--- src/common/dtim_pkg.sv ---
// constants, field layouts and helpers shared by the dual timer block
// ****************************************************************
// Contract
// - timer A count is 8-bit, read/write, steps once per tick, resets to zero.
// - timer A wrap from FFH to 00H keeps counting and raises its request.
// - timer A mode bit 7 runs the timer when 1, stops it when 0.
// - timer A rate bits 6..4 pick cpu clock /256 for 000 down to /2.
// - timer A mode bit 0 picks prescaled cpu clock or real-time mode.
// - real-time mode ignores rate and count, timing out every 0.5 s.
// - timer B is an 8-bit up counter wrapping FF to 00 with request.
// - timer B mode bit 7 runs timer B when 1, stops it when 0.
// - timer B rate picks cpu /256../2 or oscillator /128../1 by fast flag.
// - timer B fast-clock flag is bit 2 of timer A mode, resets to 0.
// - timer B mode bit 3 picks internal clock or falling pin edges.
// - in event mode rate is unused and the pin raises no request.
// - timer B mode bit 0 enables pwm, cycle length set by toggle and reload bits.
// - without pwm, bit 1 drives a per-timeout toggle onto the output pin.
// - without pwm, bit 2 enables auto-reload of the counter on wrap.
// - in pwm mode the wrap boundary follows the chosen pwm cycle.
// - pwm boundaries are 256, 64, 32, 16 counts; reload forced on.
// - wrap with reload loads the reload value; new values apply next wrap.
// ****************************************************************
package dtim_pkg;
  // ****************************************************************
  // register map
  // ****************************************************************
  localparam logic [7:0] ADDR_MODE_A = 8'hd8;
  localparam logic [7:0] ADDR_COUNT_A = 8'hd9;
  localparam logic [7:0] ADDR_MODE_B = 8'hda;
  localparam logic [7:0] ADDR_COUNT_B = 8'hdb;
  localparam logic [7:0] ADDR_RELOAD_B = 8'hcd;
  localparam logic [7:0] ADDR_FLAGS = 8'hc0;
  localparam logic [7:0] ADDR_IRQ_EN = 8'hc1;
  localparam logic [7:0] RESET_BYTE = 8'h00;
  localparam logic [7:0] MODE_A_WMASK = 8'hf5;
  localparam logic [7:0] COUNT_MAX = 8'hff;
  localparam logic [7:0] BOUND_64 = 8'h3f;
  localparam logic [7:0] BOUND_32 = 8'h1f;
  localparam logic [7:0] BOUND_16 = 8'h0f;
  localparam logic [2:0] EXT_SYNC_RST = 3'h7;
  // flag and enable bit positions
  localparam int NUM_FLAGS = 3;
  localparam int FLAG_A = 0;
  localparam int FLAG_B = 1;
  localparam int FLAG_EXT = 2;
  // prescaler depth in powers of two for rate code 000
  localparam int CPU_DIV_LOG = 8;
  localparam int OSC_DIV_LOG = 7;
  // ****************************************************************
  // timing
  // ****************************************************************
  localparam int CLK_PERIOD_NS = 5;
  localparam int RTC_PERIOD_NS = 500000000;
  localparam int RTC_CYCLES = RTC_PERIOD_NS / CLK_PERIOD_NS;
  // ****************************************************************
  // mode register layouts
  // ****************************************************************
  typedef struct packed {
    logic enable;
    logic [2:0] rate;
    logic rsvd3;
    logic fastClk;
    logic rsvd1;
    logic rtcSel;
  } dtim_mode_a_t;
  typedef struct packed {
    logic enable;
    logic [2:0] rate;
    logic srcSel;
    logic autoReload;
    logic toggleOut;
    logic pwmEnable;
  } dtim_mode_b_t;
  // wrap mask of timer B for its current mode
  function automatic logic [7:0] boundMask(input dtim_mode_b_t m);
    logic [7:0] r;
    r = COUNT_MAX;
    if (m.pwmEnable) begin
      unique case ({m.autoReload, m.toggleOut})
        2'b00: r = COUNT_MAX;
        2'b01: r = BOUND_64;
        2'b10: r = BOUND_32;
        2'b11: r = BOUND_16;
      endcase
    end
    return r;
  endfunction
endpackage

--- src/rtl/dtim_prescaler.sv ---
// power-of-two prescaler giving one tick per selected number of source ticks
`timescale 1ns/1ps
module dtim_prescaler
  import dtim_pkg::*;
#(
  parameter int BASE_LOG = 8
) (
  // clock and reset
  input wire logic mclk,
  input wire logic sys_rst,
  // source and selection
  input wire logic srcTick,
  input wire logic [2:0] sel,
  // divided tick, combinational
  output logic tick
);
  localparam logic [4:0] BASE = 5'(BASE_LOG);
  logic [BASE_LOG-1:0] divCnt_q;
  logic [BASE_LOG-1:0] mask;

  // rate code 111 must still leave a shift of zero or more
  if (BASE_LOG < 7 || BASE_LOG > 16) begin : g_bad_base
    $error("prescaler depth out of range");
  end

  // free-running divider, advances only on source ticks
  always_ff @(posedge mclk) begin
    if (sys_rst) begin
      divCnt_q <= '0;
    end else if (srcTick) begin
      divCnt_q <= divCnt_q + 1'b1;
    end
  end

  // code 000 divides by 2**BASE, each step halves it
  assign mask = ~({BASE_LOG{1'b1}} << (BASE - {2'b00, sel}));
  assign tick = srcTick && ((divCnt_q & mask) == mask);
endmodule

--- src/rtl/dtim_top.sv ---
// two 8-bit timers with register port, event input and toggle/pwm pin
//
// Strobed register access was chosen for this implementation.
`timescale 1ns/1ps
module dtim_top
  import dtim_pkg::*;
#(
  parameter int RTC_TICKS = RTC_CYCLES
) (
  // clock and reset
  input wire logic mclk,
  input wire logic sys_rst,
  // register port
  input wire logic [7:0] regAddr,
  input wire logic [7:0] regWrData,
  input wire logic regWr,
  input wire logic regRd,
  output logic [7:0] regRdData,
  // counting sources, one-cycle pulses
  input wire logic cpuTick,
  input wire logic oscTick,
  // external event and interrupt pin
  input wire logic extIrqPin,
  // interrupt requests
  output logic timerAIrq,
  output logic timerBIrq,
  output logic extIrq,
  // toggle or pwm output pin
  output logic togglePinOut,
  output logic togglePinOe
);
  localparam int RTC_W = $clog2(RTC_TICKS);
  localparam logic [RTC_W-1:0] RTC_LAST = RTC_W'(RTC_TICKS - 1);

  // a one-cycle real-time period would leave no room to count
  if (RTC_TICKS < 2) begin : g_bad_rtc
    $error("real-time period too short");
  end

  // ****************************************************************
  // state
  // ****************************************************************
  dtim_mode_a_t modeA_q;
  dtim_mode_b_t modeB_q;
  logic [7:0] countA_q;
  logic [7:0] countB_q;
  logic [7:0] reloadBuf_q;
  logic [7:0] reloadAct_q;
  logic [NUM_FLAGS-1:0] flags_q;
  logic [NUM_FLAGS-1:0] irqEn_q;
  logic [NUM_FLAGS-1:0] irqOut_q;
  logic [RTC_W-1:0] rtcCnt_q;
  logic [2:0] extSync_q;
  logic toggle_q;
  logic pinOut_q;
  logic pinOe_q;
  logic [7:0] rdData_q;
  logic [7:0] rdMux;

  // ****************************************************************
  // decode and tick selection
  // ****************************************************************
  // strobe and address are arguments so every caller sees them change
  function automatic logic wrHit(input logic wr, input logic [7:0] addr,
                                 input logic [7:0] a);
    return wr && (addr == a);
  endfunction

  logic wrModeA;
  logic wrCountA;
  logic wrModeB;
  logic wrCountB;
  logic wrReload;
  logic wrFlags;
  logic wrIrqEn;
  logic preTickA;
  logic preTickBCpu;
  logic preTickBOsc;
  logic rtcTick;
  logic stepA;
  logic ovfA;
  logic extFall;
  logic tickB;
  logic ovfB;
  logic reloadOn;
  logic [7:0] bMask;
  logic [NUM_FLAGS-1:0] flagSet;

  assign wrModeA = wrHit(regWr, regAddr, ADDR_MODE_A);
  assign wrCountA = wrHit(regWr, regAddr, ADDR_COUNT_A);
  assign wrModeB = wrHit(regWr, regAddr, ADDR_MODE_B);
  assign wrCountB = wrHit(regWr, regAddr, ADDR_COUNT_B);
  assign wrReload = wrHit(regWr, regAddr, ADDR_RELOAD_B);
  assign wrFlags = wrHit(regWr, regAddr, ADDR_FLAGS);
  assign wrIrqEn = wrHit(regWr, regAddr, ADDR_IRQ_EN);

  // timer A cpu prescaler
  dtim_prescaler #(
    .BASE_LOG(CPU_DIV_LOG)
  ) u_pre_a (
    .mclk(mclk),
    .sys_rst(sys_rst),
    .srcTick(cpuTick),
    .sel(modeA_q.rate),
    .tick(preTickA)
  );

  // timer B cpu prescaler
  dtim_prescaler #(
    .BASE_LOG(CPU_DIV_LOG)
  ) u_pre_b_cpu (
    .mclk(mclk),
    .sys_rst(sys_rst),
    .srcTick(cpuTick),
    .sel(modeB_q.rate),
    .tick(preTickBCpu)
  );

  // timer B oscillator prescaler, one octave shallower
  dtim_prescaler #(
    .BASE_LOG(OSC_DIV_LOG)
  ) u_pre_b_osc (
    .mclk(mclk),
    .sys_rst(sys_rst),
    .srcTick(oscTick),
    .sel(modeB_q.rate),
    .tick(preTickBOsc)
  );

  // timer A: real-time mode drops both rate and count
  assign rtcTick = (rtcCnt_q == RTC_LAST);
  assign stepA = modeA_q.enable && !modeA_q.rtcSel && preTickA;
  assign ovfA = modeA_q.enable && (modeA_q.rtcSel ? rtcTick
    : (preTickA && (countA_q == COUNT_MAX)));

  // edge from the two settled samples only
  assign extFall = extSync_q[2] && !extSync_q[1];

  // timer B source: pin edges or the prescaler picked by the fast flag
  assign tickB = modeB_q.enable && (modeB_q.srcSel ? extFall
    : (modeA_q.fastClk ? preTickBOsc : preTickBCpu));
  assign bMask = boundMask(modeB_q);
  assign ovfB = tickB && ((countB_q & bMask) == bMask);
  assign reloadOn = modeB_q.pwmEnable || modeB_q.autoReload;

  // hardware events feeding the sticky flags
  assign flagSet[FLAG_A] = ovfA;
  assign flagSet[FLAG_B] = ovfB;
  assign flagSet[FLAG_EXT] = extFall && !modeB_q.srcSel;

  // ****************************************************************
  // mode registers
  // ****************************************************************
  // reserved bits of mode A never store, so they read as zero
  always_ff @(posedge mclk) begin
    if (sys_rst) begin
      modeA_q <= dtim_mode_a_t'(RESET_BYTE);
    end else if (wrModeA) begin
      modeA_q <= dtim_mode_a_t'(regWrData & MODE_A_WMASK);
    end
  end

  // timer B mode
  always_ff @(posedge mclk) begin
    if (sys_rst) begin
      modeB_q <= dtim_mode_b_t'(RESET_BYTE);
    end else if (wrModeB) begin
      modeB_q <= dtim_mode_b_t'(regWrData);
    end
  end

  // ****************************************************************
  // timer A
  // ****************************************************************
  // software write wins over a step in the same cycle
  always_ff @(posedge mclk) begin
    if (sys_rst) begin
      countA_q <= RESET_BYTE;
    end else if (wrCountA) begin
      countA_q <= regWrData;
    end else if (stepA) begin
      countA_q <= countA_q + 1'b1;
    end
  end

  // real-time divider restarts whenever the mode is left
  always_ff @(posedge mclk) begin
    if (sys_rst) begin
      rtcCnt_q <= '0;
    end else if (!(modeA_q.enable && modeA_q.rtcSel)) begin
      rtcCnt_q <= '0;
    end else if (rtcTick) begin
      rtcCnt_q <= '0;
    end else begin
      rtcCnt_q <= rtcCnt_q + 1'b1;
    end
  end

  // ****************************************************************
  // timer B
  // ****************************************************************
  // pin synchroniser; reset high so release makes no false edge
  always_ff @(posedge mclk) begin
    if (sys_rst) begin
      extSync_q <= EXT_SYNC_RST;
    end else begin
      extSync_q <= {extSync_q[1:0], extIrqPin};
    end
  end

  // count: write, then wrap or reload, then step
  always_ff @(posedge mclk) begin
    if (sys_rst) begin
      countB_q <= RESET_BYTE;
    end else if (wrCountB) begin
      countB_q <= regWrData;
    end else if (ovfB && reloadOn) begin
      countB_q <= reloadBuf_q;
    end else if (tickB) begin
      countB_q <= countB_q + 1'b1;
    end
  end

  // reload: first buffer takes writes, live copy moves at wrap only
  always_ff @(posedge mclk) begin
    if (sys_rst) begin
      reloadBuf_q <= RESET_BYTE;
      reloadAct_q <= RESET_BYTE;
    end else begin
      if (wrReload) begin
        reloadBuf_q <= regWrData;
      end
      if (ovfB) begin
        reloadAct_q <= reloadBuf_q;
      end
    end
  end

  // toggle flips on each timeout while the toggle pin is selected
  always_ff @(posedge mclk) begin
    if (sys_rst) begin
      toggle_q <= 1'b0;
    end else if (ovfB && modeB_q.toggleOut && !modeB_q.pwmEnable) begin
      toggle_q <= !toggle_q;
    end
  end

  // pin: pwm high in the lower half of its cycle, else the toggle
  always_ff @(posedge mclk) begin
    if (sys_rst) begin
      pinOut_q <= 1'b0;
      pinOe_q <= 1'b0;
    end else begin
      pinOe_q <= modeB_q.pwmEnable || modeB_q.toggleOut;
      if (modeB_q.pwmEnable) begin
        pinOut_q <= (countB_q & bMask) <= (bMask >> 1);
      end else begin
        pinOut_q <= toggle_q;
      end
    end
  end

  // ****************************************************************
  // request flags and outputs
  // ****************************************************************
  // set beats a write-one clear landing in the same cycle
  always_ff @(posedge mclk) begin
    if (sys_rst) begin
      flags_q <= '0;
    end else begin
      flags_q <= (flags_q & ~(wrFlags ? regWrData[NUM_FLAGS-1:0] : '0))
        | flagSet;
      if (modeB_q.srcSel) begin
        flags_q[FLAG_EXT] <= 1'b0;
      end
    end
  end

  // request enables
  always_ff @(posedge mclk) begin
    if (sys_rst) begin
      irqEn_q <= '0;
    end else if (wrIrqEn) begin
      irqEn_q <= regWrData[NUM_FLAGS-1:0];
    end
  end

  // each request is its flag gated by its enable, registered
  for (genvar i = 0; i < NUM_FLAGS; i++) begin : g_irq
    always_ff @(posedge mclk) begin
      if (sys_rst) begin
        irqOut_q[i] <= 1'b0;
      end else begin
        irqOut_q[i] <= flags_q[i] && irqEn_q[i];
      end
    end
  end

  // ****************************************************************
  // register read
  // ****************************************************************
  // reload is write-only and unmapped addresses read zero
  always_comb begin
    rdMux = RESET_BYTE;
    unique case (regAddr)
      ADDR_MODE_A: rdMux = modeA_q;
      ADDR_COUNT_A: rdMux = countA_q;
      ADDR_MODE_B: rdMux = modeB_q;
      ADDR_COUNT_B: rdMux = countB_q;
      ADDR_FLAGS: rdMux = 8'(flags_q);
      ADDR_IRQ_EN: rdMux = 8'(irqEn_q);
      default: rdMux = RESET_BYTE;
    endcase
  end

  // data stand only in the cycle after the strobe
  always_ff @(posedge mclk) begin
    if (sys_rst) begin
      rdData_q <= RESET_BYTE;
    end else begin
      rdData_q <= regRd ? rdMux : RESET_BYTE;
    end
  end

  assign regRdData = rdData_q;
  assign timerAIrq = irqOut_q[FLAG_A];
  assign timerBIrq = irqOut_q[FLAG_B];
  assign extIrq = irqOut_q[FLAG_EXT];
  assign togglePinOut = pinOut_q;
  assign togglePinOe = pinOe_q;
endmodule

--- config.mk ---
export PLATFORM = sky130hd
export DESIGN_NAME = dtim_top
export DESIGN_NICKNAME = d
export VERILOG_FILES = /design/src/common/dtim_pkg.sv /design/src/rtl/dtim_prescaler.sv /design/src/rtl/dtim_top.sv
export SDC_FILE = /design/constraint.sdc
export NUM_CORES = 1
export LEC_CHECK = 0
export BUFFER_PORTS_ARGS = -buffer_cell sky130_fd_sc_hd__buf_2
export CAP_MARGIN = 15
export CORE_MARGIN = 10
export CORE_UTILIZATION = 60
export CTS_BUF_LIST = sky130_fd_sc_hd__clkbuf_8
export CTS_CLUSTER_SIZE = 25
export DETAILED_ROUTE_END_ITERATION = 10
export GPL_ROUTABILITY_DRIVEN = 0
export PLACE_DENSITY = 0.81
export SLEW_MARGIN = 20
export SYNTH_ARGS = -nofsm -noshare
export SYNTH_HDL_FRONTEND = slang
export SYNTH_SLANG_ARGS = --single-unit
export TNS_END_PERCENT = 30
--- constraint.sdc ---
create_clock -name mclk -period 4.45 [get_ports mclk]
set_input_delay 0.6675 -clock mclk [delete_from_list [all_inputs] [get_ports mclk]]
set_output_delay 0.6675 -clock mclk [all_outputs]
set_load 0.01 [all_outputs]
Word level (Yosys, flattened, before mapping)
Cells that the tools add are included.

word-level totals
  output and inout bits = 13
  bits in registers = 111

cells by class
  shift operators = 3
  add/subtract/negate cells = 9
  equal/unequal tests = 16
  reduce and logical (&&, ||, !) cells = 38
  bitwise logic cells = 12
  muxes and demuxes = 13
  magnitude comparators = 1

operator list
  operator                                                           number
  8-bit == test, second input constant                               8
  8-bit 2-to-1 mux                                                   6
  8-bit one-hot mux with 6 select lines                              1
  8-bit by 1-bit adder with 8-bit output, second input constant      4
  8-bit one-hot mux with 4 select lines                              1
  27-bit by 1-bit adder with 27-bit output, second input constant    1
  27-bit == test, second input constant                              1
  1-bit logical AND                                                  25
  8-bit AND                                                          3
  8-bit == test                                                      3
  8-bit NOT                                                          2
  8-bit by 5-bit << shifter with 8-bit output, first input constant  2
  4-bit by 3-bit subtractor with 5-bit output, first input constant  2
  8-bit by 7-bit <= comparator with 1-bit output                     1
  7-bit by 1-bit adder with 7-bit output, second input constant      1
  7-bit AND                                                          1
  7-bit == test                                                      1
  7-bit NOT                                                          1
  7-bit by 5-bit << shifter with 7-bit output, first input constant  1
  1-bit logical NOT                                                  5
  2-bit == test, second input constant                               2
  1-bit 2-to-1 mux                                                   4
  2-bit OR reduction                                                 2
  3-bit by 3-bit subtractor with 4-bit output, first input constant  1
  other kinds (11)                                                   13

Logic depth before layout (Yosys ltp)
Gate-level depths: netlist of run 1.

  depth in word-level cells = 13
  gate-level depth with buffers = 9

By module
A second synthesis of run 1 with hierarchy kept.

second synthesis, totals
  cells, all modules = 638
  area total of the unflattened synthesis = 5482.8 µm²

by module, submodules not included
  module                        cells each  sequential area each (µm²)  times used  area an instance (µm²)
  dtim_top                      489         1761.7                      1           4214.0
  dtim_prescaler (u_pre_a ...)  55          160.2                       2           467.9
  dtim_prescaler (u_pre_b_osc)  39          140.1                       1           332.8

Worst setup path after synthesis of run 1
Ideal clock, no wire load.

  path type = reg2reg
  start = register modeB_q[4] (netlist name)
  end = register countB_q[1]
  slack = 2132 ps
  cell stages (with the launch flop) = 9
  required time = 4336 ps
  arrival time = 2204 ps
  clock period less this slack = 2318 ps
  cell sequence = dfxtp_1 -> inv_1 -> ha_1 -> nor2b_1 -> o41ai_1 -> a211oi_1 -> o21ai_4 -> mux2_2 -> a21o_1

between the ends
  longest elaborated chain between the ends = 13
  elaborated cells between the ends (all ways) = 20
  those cells by class = add/sub: 2; eq/ne: 2; shift: 2; mux: 4; bitwise: 4; reduce/logical: 6

RTL lines
  element                                                                                                     RTL line              source
  from (decl)                                                                                                 dtim_top.sv:44        dtim_mode_b_t modeB_q;
  from (signal assigned)                                                                                      dtim_top.sv:166       modeB_q <= dtim_mode_b_t'(RESET_BYTE);
  from (signal assigned)                                                                                      dtim_top.sv:168       modeB_q <= dtim_mode_b_t'(regWrData);
  4-bit by 3-bit subtractor with 5-bit output or 3-bit by 3-bit subtractor with 4-bit output (tied branches)  dtim_prescaler.sv:36  assign mask = ~({BASE_LOG{1'b1}} << (BASE - {2'b00, sel}));
  8-bit by 5-bit << shifter with 8-bit output or 7-bit by 5-bit << shifter with 7-bit output (tied branches)  dtim_prescaler.sv:36
  8-bit NOT or 7-bit NOT (tied branches)                                                                      dtim_prescaler.sv:36
  8-bit AND or 7-bit AND (tied branches)                                                                      dtim_prescaler.sv:37  assign tick = srcTick && ((divCnt_q & mask) == mask);
  8-bit == test or 7-bit == test (tied branches)                                                              dtim_prescaler.sv:37
  1-bit logical AND                                                                                           dtim_prescaler.sv:37
  1-bit 2-to-1 mux *                                                                                          dtim_top.sv:141       : (modeA_q.fastClk ? preTickBOsc : preTickBCpu));
  1-bit 2-to-1 mux *                                                                                          dtim_top.sv:140       assign tickB = modeB_q.enable && (modeB_q.srcSel ? extFall
  1-bit logical AND *                                                                                         dtim_top.sv:140
  1-bit logical AND                                                                                           dtim_top.sv:143       assign ovfB = tickB && ((countB_q & bMask) == bMask);
  1-bit logical AND                                                                                           dtim_top.sv:217       end else if (ovfB && reloadOn) begin
  8-bit 2-to-1 mux                                                                                            dtim_top.sv:217
  8-bit 2-to-1 mux                                                                                            dtim_top.sv:215       end else if (wrCountB) begin
  to (signal assigned)                                                                                        dtim_top.sv:216       countB_q <= regWrData;
  to (signal assigned)                                                                                        dtim_top.sv:218       countB_q <= reloadBuf_q;
  to (signal assigned)                                                                                        dtim_top.sv:220       countB_q <= countB_q + 1'b1;
  to (decl)                                                                                                   dtim_top.sv:46        logic [7:0] countB_q;

Mark *: on every way between the ends. The rest lies on a longest branch, timed or not.
A chain may end at the register's enable or synchronous reset.

Final worst setup path of run 1
Same ends and word-level chain as after synthesis.

==> results.cfg, run 1 <==
[route]
ant_nets = 0
dr.pass1.iters = 5
drc_errors = 0
vias_per_cell = 5.99
num_vias = 4424
met2_length_um = 5370
met3_length_um = 909
wl_um = 11900
drt_iter0_markers = 313
wire_per_inst_um = 16.2
routed.top_layer = met4
met1Wirelength_um = 5430

[power_and_ir_drop]
power_density_nw_per_um2 = 282
p_sw_mw = 0.393
ir_drop_mv = 0.200
power_frac_comb_pct = 4.1
power_frac_seq_pct = 61.6
clkPwrFrac_pct = 34.3
swShare_pct = 24.0
p_leak_nw = 2.27
internal-power_mw = 1.25

[yosys]
synth.largest_area_cell = dfxtp_1
yosysWarnings = 0
yosysSeqAreaShare_pct = 41.0
synth_cell_types = 56
synth.most_common_cell = dfxtp_1
syn_area_per_cell_um2 = 9.01
synth_top_area_share_pct = 41.0
yosys_register_bits = 111
syn_area_um2 = 5420
synth.area.top_cells = dfxtp_1 (41%), nor2_1 (6.9%), xor2_1 (6.1%)
synth_cells = 601
synthFlopType = dfxtp_1
synthesis.nets = 639
synth_edf_count = 0
synth_async_sr_flop_share_pct = 0
yosys-top-cells-count = dfxtp_1 (111), nor2_1 (99), nand2_1 (39)

[final_layout]
area_delta_synth_final_pct = 7.44
stdcell_count = 738
drive_gt1_share_pct = 11.8
fin_nets = 662

[global_routing]
grt.overflow.total = 0
grt_max_degree = 80
track_usage_pct = 18.0
grt_pass1_vias = 4108
grt_pass1_wl_um = 19900
grt_antenna_before_repair = 0

[clock_network]
cts_setup_buffers = 0
path_clk_slew_ns = 0.11
clock_sinks = 111
cts_made_buffers = 9
clk_latency_ns = 0.38
cts_tree = yes
cts_hold_buffers = 0
root_buffer = clkbuf_8
clockBufferDepth = 2
cts_resized = 0
htreeDepth = 3

[worst_setup_path]
reg2reg_from = modeB_q[4]$_SDFFE_PP0P_
worstPathCellList = inv_1, ha_1, nor2b_1, o41ai_1, a211oi_1, o21ai_4, mux2_2, a21o_1
start_kind = flop
crit_path_start = modeB_q[4]$_SDFFE_PP0P_
slowest_delay_ns = 0.47
crit_family = compound AO/OA/AOI/OAI gates
end_kind = flop
cp_slowest_cell = dfxtp_1
crit_arrival_ns = 2.95
cp.required_ns = 4.73
crit_fanout = 9
worstSetupPathType = flop to flop
critPathBufInv = 1

[sta]
setup_viol = 0
max_clock_freq_ghz = 0.375
period_minus_slack_ns = 2.66
slew_viol_final = 0
setup_ws_ns = 1.79
rsz0062_at_grt = false
tns_ns = 0
hold_violations = 0
relSlewSlack_pct = 42.1
hold_ws_ns = 0.421
finalCritPeriodShare_pct = 59.9
worst_slew_pin_slew_ns = 0.869
skew_ns = 0.0140

[floorplanning]
die_w_um = 115
die_h_um = 115
start_util_pct = 61.8
fp-row-count = 34
ios = 36
placeableCoreArea_um2 = 8760
dieArea_um2 = 13200

[placed_design]
hpwlAfterDp_um = 8730
dp_slack_ns = 1.77
dp_cells = 721
portBuffers = 35

[worst_hold_path]
hold_class = flop to flop
min_from = extSync_q[0]$_SDFF_PP1_

[run]
drv_cap = 0

[outcome]
status = finished, final reports clean
==> routing by layer <==
| metal | track usage [%] | up-vias |
|---|---|---|
| met4 | 5.61 | 0 |
| met5 | 0 | - |
| met2 | 27.3 | 151 |
| met1 | 24.0 | 2087 |
| li1 | - | 2164 |
| met3 | 5.68 | 22 |
==> cells by family after synthesis <==
logic type	after synthesis	synth area share (%)
simple gates	264	24.3
flops	111	41.0
compound gates	74	9.86
fa+ha+maj	16	3.67
xor+xnor	51	8.24
mux	45	9.93
buf+inv	40	2.93
==> through the flow <==
step	utilization [%]	cell area [um^2]	total power, mW
finish	66.4	5820	1.64
detailed placement	64.3	5640	1.10
floorplan	-	5420	1.07
global route	66.4	5820	1.70
CTS	66.4	5820	1.65
global placement	64.3	5640	1.10
==> power by group through the flow <==
stage | sequential (mW) | clock (mW) | combinational [mW]
finish | 1.01 | 0.563 | 0.0668
floorplan | 1.03 | 0 | 0.0406
detailed placement | 1.03 | 0 | 0.0662
CTS | 1.01 | 0.576 | 0.0664
global placement | 1.03 | 0 | 0.0636
global route | 1.01 | 0.615 | 0.0738
==> cell type report <==
| class | instances | area (um^2) |
|---|---|---|
| antenna | 1 | 2.50 |
| clock buffer | 10 | 138 |
| clock inverter | 6 | 43.8 |
| fill | 710 | 2940 |
| inverter | 16 | 60.1 |
| multi-input combinational | 450 | 3040 |
| sequential | 111 | 2220 |
| tap | 108 | 135 |
| timing repair buffer | 36 | 183 |
==> path summary, 6_finish.rpt <==
check	end	slack, ns	cells past startpoint
worst max register to register	countB_q[1]$_SDFFE_PP0P_	1.79	8
worst max-delay path	countB_q[1]$_SDFFE_PP0P_	1.79	8
worst min register to register	extSync_q[1]$_SDFF_PP1_	0.42	1
worst min-delay path	extSync_q[1]$_SDFF_PP1_	0.42	1
==> cell usage in the layout (no fill, tap or decap), types with 6 or more instances in the layout <==
cell	count
and2_1	6
nor2b_1	13
and3_1	9
o21ai_0	12
a22oi_1	6
ha_1	15
xor2_1	38
nor3_1	8
inv_1	17
nor2_1	99
nand3_1	28
mux2_2	7
nand2_1	39
nand4_1	25
mux2i_1	32
dfxtp_1	111
a21oi_1	16
buf_2	35
or3_1	7
a211oi_1	12
clkbuf_8	10
xnor2_1	13
==> sequential cells by signal (all words and copies together), names as in the netlist <==
| register | flops |
|---|---|
| countB_q | 8 |
| reloadBuf_q | 8 |
| modeB_q | 8 |
| extSync_q | 3 |
| timerAIrq | 1 |
| extIrq | 1 |
| modeA_q | 6 |
| irqEn_q | 3 |
| timerBIrq | 1 |
| u_pre_b_osc.divCnt_q | 7 |
| rtcCnt_q | 27 |
| togglePinOe | 1 |
| flags_q | 3 |
| countA_q | 8 |
| u_pre_a.divCnt_q | 8 |
| u_pre_b_cpu.divCnt_q | 8 |
| togglePinOut | 1 |
| regRdData | 8 |
| toggle_q | 1 |
No activity file was read; power rests on OpenSTA's default activity.
==> inputs of run 2 (changes only) <==
--- a/config.mk
+++ b/config.mk
@@ -5,6 +5,7 @@
 export SDC_FILE = /design/constraint.sdc
 export NUM_CORES = 1
 export LEC_CHECK = 0
+export ABC_AREA = 1
 export BUFFER_PORTS_ARGS = -buffer_cell sky130_fd_sc_hd__buf_2
 export CAP_MARGIN = 15
 export CORE_MARGIN = 10
==> constraint.sdc (replaced) <==
create_clock -name mclk -period 2.6 [get_ports mclk]
set_input_delay 0.39 -clock mclk [delete_from_list [all_inputs] [get_ports mclk]]
set_output_delay 0.39 -clock mclk [all_outputs]
set_load 0.01 [all_outputs]
==> results.cfg, run 2 <==
[outcome]
status = finished, final reports clean

[final_layout]
top_register = rtcCnt_q
largest_register_ffs = 27
drive_gt1_share_pct = 13.1
antenna_cells = 0
fin_nets = 852
final_area_um2 = 6080
final_common_cell = nand2_1
mostFrequentLayoutCells = nand2_1 (117), dfxtp_1 (111), inv_1 (107)
area_delta_synth_final_pct = 7.91

[worst_setup_path]
cp_slowest_cell = dfxtp_1
crit_arrival_ns = 2.39
start_kind = flop
end_kind = flop
worstPathCellList = inv_1, ha_1, ha_1, nand2_1, a21oi_1, or2_1, nor2_1, nand3_2, inv_1, nand3_1, a21oi_1, nor2_1
crit_fanout = 7
reg2reg_depth = 12
reg2reg_from = modeA_q[5]$_SDFFE_PP0P_
reg2reg_to = countA_q[5]$_SDFFE_PP0P_
reg2reg_slack_ns = 0.50
crit_path_start = modeA_q[5]$_SDFFE_PP0P_
worstSetupPathType = flop to flop
slowest_delay_ns = 0.35
setup.worst_path.end = countA_q[5]$_SDFFE_PP0P_
cp.required_ns = 2.88

[placed_design]
hpwlAfterDp_um = 10300
portBuffers = 35
place_area_um2 = 5900

[floorplanning]
start_util_pct = 61.2
die_h_um = 117
fp-row-count = 35
ios = 36
placeableCoreArea_um2 = 9200
dieArea_um2 = 13700
die_w_um = 117

[global_routing]
grt_max_degree = 37
grt_pass1_vias = 4883
grt.overflow.total = 0
track_usage_pct = 20.5
grt_antenna_before_repair = 0
grt_pass1_wl_um = 22800

[yosys]
synth_cells = 781
syn_area_um2 = 5630
synth.largest_area_cell = dfxtp_1
syn_area_per_cell_um2 = 7.21
synth.area.top_cells = dfxtp_1 (39%), nand2_1 (7.8%), inv_1 (7.1%)
yosysSeqAreaShare_pct = 39.5
yosysWarnings = 0
synthesis.nets = 819
synthFlopType = dfxtp_1
yosys-top-cells-count = nand2_1 (117), dfxtp_1 (111), inv_1 (107)
synth_cell_types = 46
synth_top_area_share_pct = 39.5
synth_edf_count = 0
synth_async_sr_flop_share_pct = 0
yosys_register_bits = 111
synth.most_common_cell = nand2_1

[sta]
setup_viol = 0
max_clock_freq_ghz = 0.475
finalCritPeriodShare_pct = 81.0
tns_ns = 0
skew_ns = 0.0155
relSlewSlack_pct = 57.1
slew_viol_final = 0
rsz0062_at_grt = false
worst_slew_pin_slew_ns = 0.643
period_minus_slack_ns = 2.10
hold_violations = 0

[route]
num_vias = 5302
wl_um = 13600
drt_iter0_markers = 476
wire_per_inst_um = 14.6
dr.pass1.iters = 6
vias_per_cell = 5.71
drc_errors = 0
ant_nets = 0

[clock_network]
cts_hold_buffers = 0
cts_tree = yes
clock_sinks = 111
path_clk_slew_ns = 0.11
htreeDepth = 3
clk_latency_ns = 0.37
clockBufferDepth = 2
root_buffer = clkbuf_8
cts_resized = 0
cts_made_buffers = 9
cts_setup_buffers = 0

[power_and_ir_drop]
power_frac_comb_pct = 4.5
ir_drop_mv = 0.309
power_frac_seq_pct = 61.0
p_leak_nw = 2.35
p_sw_mw = 0.696
clkPwrFrac_pct = 34.5
swShare_pct = 24.6
power_density_nw_per_um2 = 465
internal-power_mw = 2.13

[worst_hold_path]
hold_class = input port to flop

[run]
drv_cap = 0
-- run 2: cell count changes in the layout (fill, tap and decap cells not counted), sizes merged, moves of 13 or more --
cell,before,now
mux2i,32,0
a21oi,16,63
nand2,39,125
o21ai,14,47
nor2,99,113
xor2,38,9
nand4,25,11
inv,19,117
nand3,28,49
nor2b,13,0
nor3,8,30
-- run 2: critical path, delay by kind of cell, from the launching register on --
kind,cells,cell delay (ns)
fa+ha+maj,2,0.48
buf+inv,2,0.28
compound gates,2,0.20
simple gates,6,0.69
flops,1,0.35
-- run 2: logic make-up (layout without fill, tap and decap cells) --
| group | Yosys count | after routing | synth area share, % |
|---|---|---|---|
| fa+ha+maj | 15 | 15 | 3.33 |
| compound gates | 157 | 157 | 16.0 |
| simple gates | 347 | 347 | 29.3 |
| buf+inv | 133 | 170 | 9.11 |
| flops | 111 | 111 | 39.5 |
| xor+xnor | 18 | 18 | 2.80 |
-- run 2: stage by stage --
| stage | total power, mW | setup WS [ns] | hold WS (ns) | utilization, % | instances |
|---|---|---|---|---|---|
| finish | 2.83 | 0.495 | 0.197 | 66.1 | 929 |
| global route | 2.93 | 0.285 | 0.195 | 66.1 | 929 |
| CTS | 2.84 | 0.511 | 0.188 | 66.1 | 929 |
| detailed placement | 1.89 | 0.529 | 0.402 | 64.1 | 914 |
| global placement | 1.88 | 0.594 | 0.404 | 64.1 | 914 |
| floorplan | 1.83 | 0.695 | 0.389 | - | 781 |
-- run 2: power groups by stage --
stage / logic (mW) / clock network (mW) / registers (mW)
CTS: 0.124 / 0.990 / 1.72
detailed placement: 0.123 / 0 / 1.76
finish: 0.127 / 0.975 / 1.72
global route: 0.142 / 1.07 / 1.73
floorplan: 0.0708 / 0 / 1.76
global placement: 0.119 / 0 / 1.76
-- run 2: cell type report --
cell class / instances / area [um^2]
clock buffer: 10 / 138
clock inverter: 5 / 43.8
fill: 811 / 3120
inverter: 117 / 440
multi-input combinational: 537 / 2900
sequential: 111 / 2220
tap: 111 / 139
timing repair buffer: 38 / 198
-- run 2: worst min-delay path by stage --
stage                                        from                 endpoint  depth (start not counted)
after floorplan           extSync_q[0]$_SDFF_PP1_  extSync_q[1]$_SDFF_PP1_                          1
after global placement    extSync_q[0]$_SDFF_PP1_  extSync_q[1]$_SDFF_PP1_                          1
after detailed placement  extSync_q[0]$_SDFF_PP1_  extSync_q[1]$_SDFF_PP1_                          1
after CTS                               extIrqPin  extSync_q[0]$_SDFF_PP1_                          2
after global routing                    extIrqPin  extSync_q[0]$_SDFF_PP1_                          2
final                                   extIrqPin  extSync_q[0]$_SDFF_PP1_                          2
-- run 2: routing by layer --
metal	wire, um	vias to the layer above	global-route usage (%)	part of all wire (%)
met1	6080	2418	27.6	45
li1	-	2637	-	-
met5	0	-	0	0
met3	1290	34	4.99	9.5
met2	5960	213	31.8	44
met4	274	0	6.01	2.0
==> inputs of run 3 (changes only) <==
--- a/config.mk
+++ b/config.mk
@@ -9,7 +9,7 @@
 export BUFFER_PORTS_ARGS = -buffer_cell sky130_fd_sc_hd__buf_2
 export CAP_MARGIN = 15
 export CORE_MARGIN = 10
-export CORE_UTILIZATION = 60
+export CORE_UTILIZATION = 57
 export CTS_BUF_LIST = sky130_fd_sc_hd__clkbuf_8
 export CTS_CLUSTER_SIZE = 25
 export DETAILED_ROUTE_END_ITERATION = 10
==> constraint.sdc (replaced) <==
create_clock -name mclk -period 1.9 [get_ports mclk]
set_input_delay 0.285 -clock mclk [delete_from_list [all_inputs] [get_ports mclk]]
set_output_delay 0.285 -clock mclk [all_outputs]
set_load 0.01 [all_outputs]
==> results.cfg, run 3 (synthesized netlist as in run 2, its figures left out) <==
[outcome]
status = finished, violations left
violations = negative setup slack

[final_layout]
largest_register_ffs = 27
antenna_cells = 0
final_common_cell = nand2_1
drive_gt1_share_pct = 22.2
top_register = rtcCnt_q
mostFrequentLayoutCells = nand2_1 (108), dfxtp_1 (104), inv_1 (101)
area_delta_synth_final_pct = 18.6
fin_nets = 890

[clock_network]
cts_hold_buffers = 0
clock_sinks = 111
root_buffer = clkbuf_8
cts_tree = yes
cts_made_buffers = 9
clockBufferDepth = 2
htreeDepth = 3
clk_latency_ns = 0.40
path_clk_slew_ns = 0.12

[worst_setup_path]
cp.required_ns = 2.24
start_kind = flop
end_kind = flop
reg2reg_from = modeB_q[5]$_SDFFE_PP0P_
crit_fanout = 5
crit_arrival_ns = 2.25
worstSetupPathType = flop to flop
reg2reg_slack_ns = -0.01
crit_path_start = modeB_q[5]$_SDFFE_PP0P_

[worst_hold_path]
hold_class = input port to flop
min_from = extIrqPin

[power_and_ir_drop]
power_density_nw_per_um2 = 585
power_frac_seq_pct = 60.3
internal-power_mw = 2.90
p_leak_nw = 2.67
clkPwrFrac_pct = 35.1
power.total_mw = 3.91
swShare_pct = 25.8
p_sw_mw = 1.01
ir_drop_mv = 0.618
power_frac_comb_pct = 4.6

[global_routing]
grt_pass1_wl_um = 24200
grt_antenna_before_repair = 0
grt.overflow.total = 0
grt_pass1_vias = 5294
grt_max_degree = 37
track_usage_pct = 20.4

[route]
dr.pass1.iters = 8
wl_um = 15200
drt_iter0_markers = 661
num_vias = 5599
ant_nets = 0
drc_errors = 0
wire_per_inst_um = 15.4
vias_per_cell = 5.66

[placed_design]
hpwlAfterDp_um = 10700
portBuffers = 35

[floorplanning]
placeableCoreArea_um2 = 9680
start_util_pct = 58.2
die_h_um = 119
dieArea_um2 = 14300
ios = 36
die_w_um = 119
fp-row-count = 36

[run]
drv_cap = 0

[sta]
worst_slew_pin_slew_ns = 0.526
max_clock_freq_ghz = 0.523
rsz0062_at_grt = true
relSlewSlack_pct = 64.9
slew_viol_final = 0
hold_violations = 0
setup_viol = 3
hold_ws_ns = 0.0755
skew_ns = 0.0167
setup_ws_ns = -0.0127
period_minus_slack_ns = 1.91
finalCritPeriodShare_pct = 101
-- run 3: cell types whose count changed in the layout (fill, tap and decap cells not counted), sizes merged --
cell	before	now
buf	38	75
clkbuf	10	9
clkinv	3	4
inv	117	119
nand4	11	12
clkinvlp	2	1
-- run 3: through the flow --
step,worst slack [ns],std cells,setup TNS (ns),utilization (%),instance area (um^2)
floorplan,0.0310,781,0,-,5630
global placement,0.00836,966,0,63.6,6160
detailed placement,-0.112,966,-0.568,63.6,6160
CTS,-0.0165,984,-0.0271,66.6,6450
global route,-0.148,990,-1.26,69.0,6680
finish,-0.0127,990,-0.0332,69.0,6680
-- run 3: timing repair --
action / in CTS / in global routing
gates resized for setup: 18 / 48
gates cloned: 1 / 0
buffers inserted: 2 / 6
endpoints found under the setup margin: 13 / 25
pin swaps: 9 / 20
-- run 3: worst paths after layout --
check	depth (start not counted)	endpoint
max reg2reg	15	countB_q[0]$_SDFFE_PP0P_
min	2	extSync_q[0]$_SDFF_PP1_
min reg2reg	1	extSync_q[1]$_SDFF_PP1_
max	15	countB_q[0]$_SDFFE_PP0P_
-- run 3: power by group through the flow --
stage	logic (mW)	registers [mW]	clock network, mW
3_3_place_gp	0.168	2.41	0
5_1_grt	0.201	2.36	1.48
2_1_floorplan	0.0969	2.41	0
3_5_place_dp	0.174	2.41	0
4_1_cts	0.176	2.36	1.39
6_report	0.182	2.36	1.37
-- run 3: critical path: stages, from the launching register on --
cell,delay (ns)
dfxtp_2,0.37
inv_4,0.06
ha_4,0.24
inv_2,0.05
nor2_2,0.03
nor2_1,0.09
nand3_1,0.07
nand2_1,0.08
nand2_2,0.07
nand3_4,0.13
nand3_4,0.12
nor2_4,0.20
nand2_1,0.08
nand3_1,0.07
nand2_1,0.06
a21oi_2,0.13
-- run 3: layer usage --
layer	vias to the layer above	global-route usage [%]	part of all wire [%]
met1	2561	24.5	41
met4	0	8.75	2.8
li1	2732	-	-
met5	-	0	0
met3	44	5.20	8.2
met2	262	33.7	48
-- run 3: final cells by class --
class,count,area [um^2]
fill,769,3010
timing repair buffer,75,504
sequential,111,2230
inverter,117,448
multi-input combinational,538,3140
tap,133,166
clock inverter,7,62.6
clock buffer,9,124
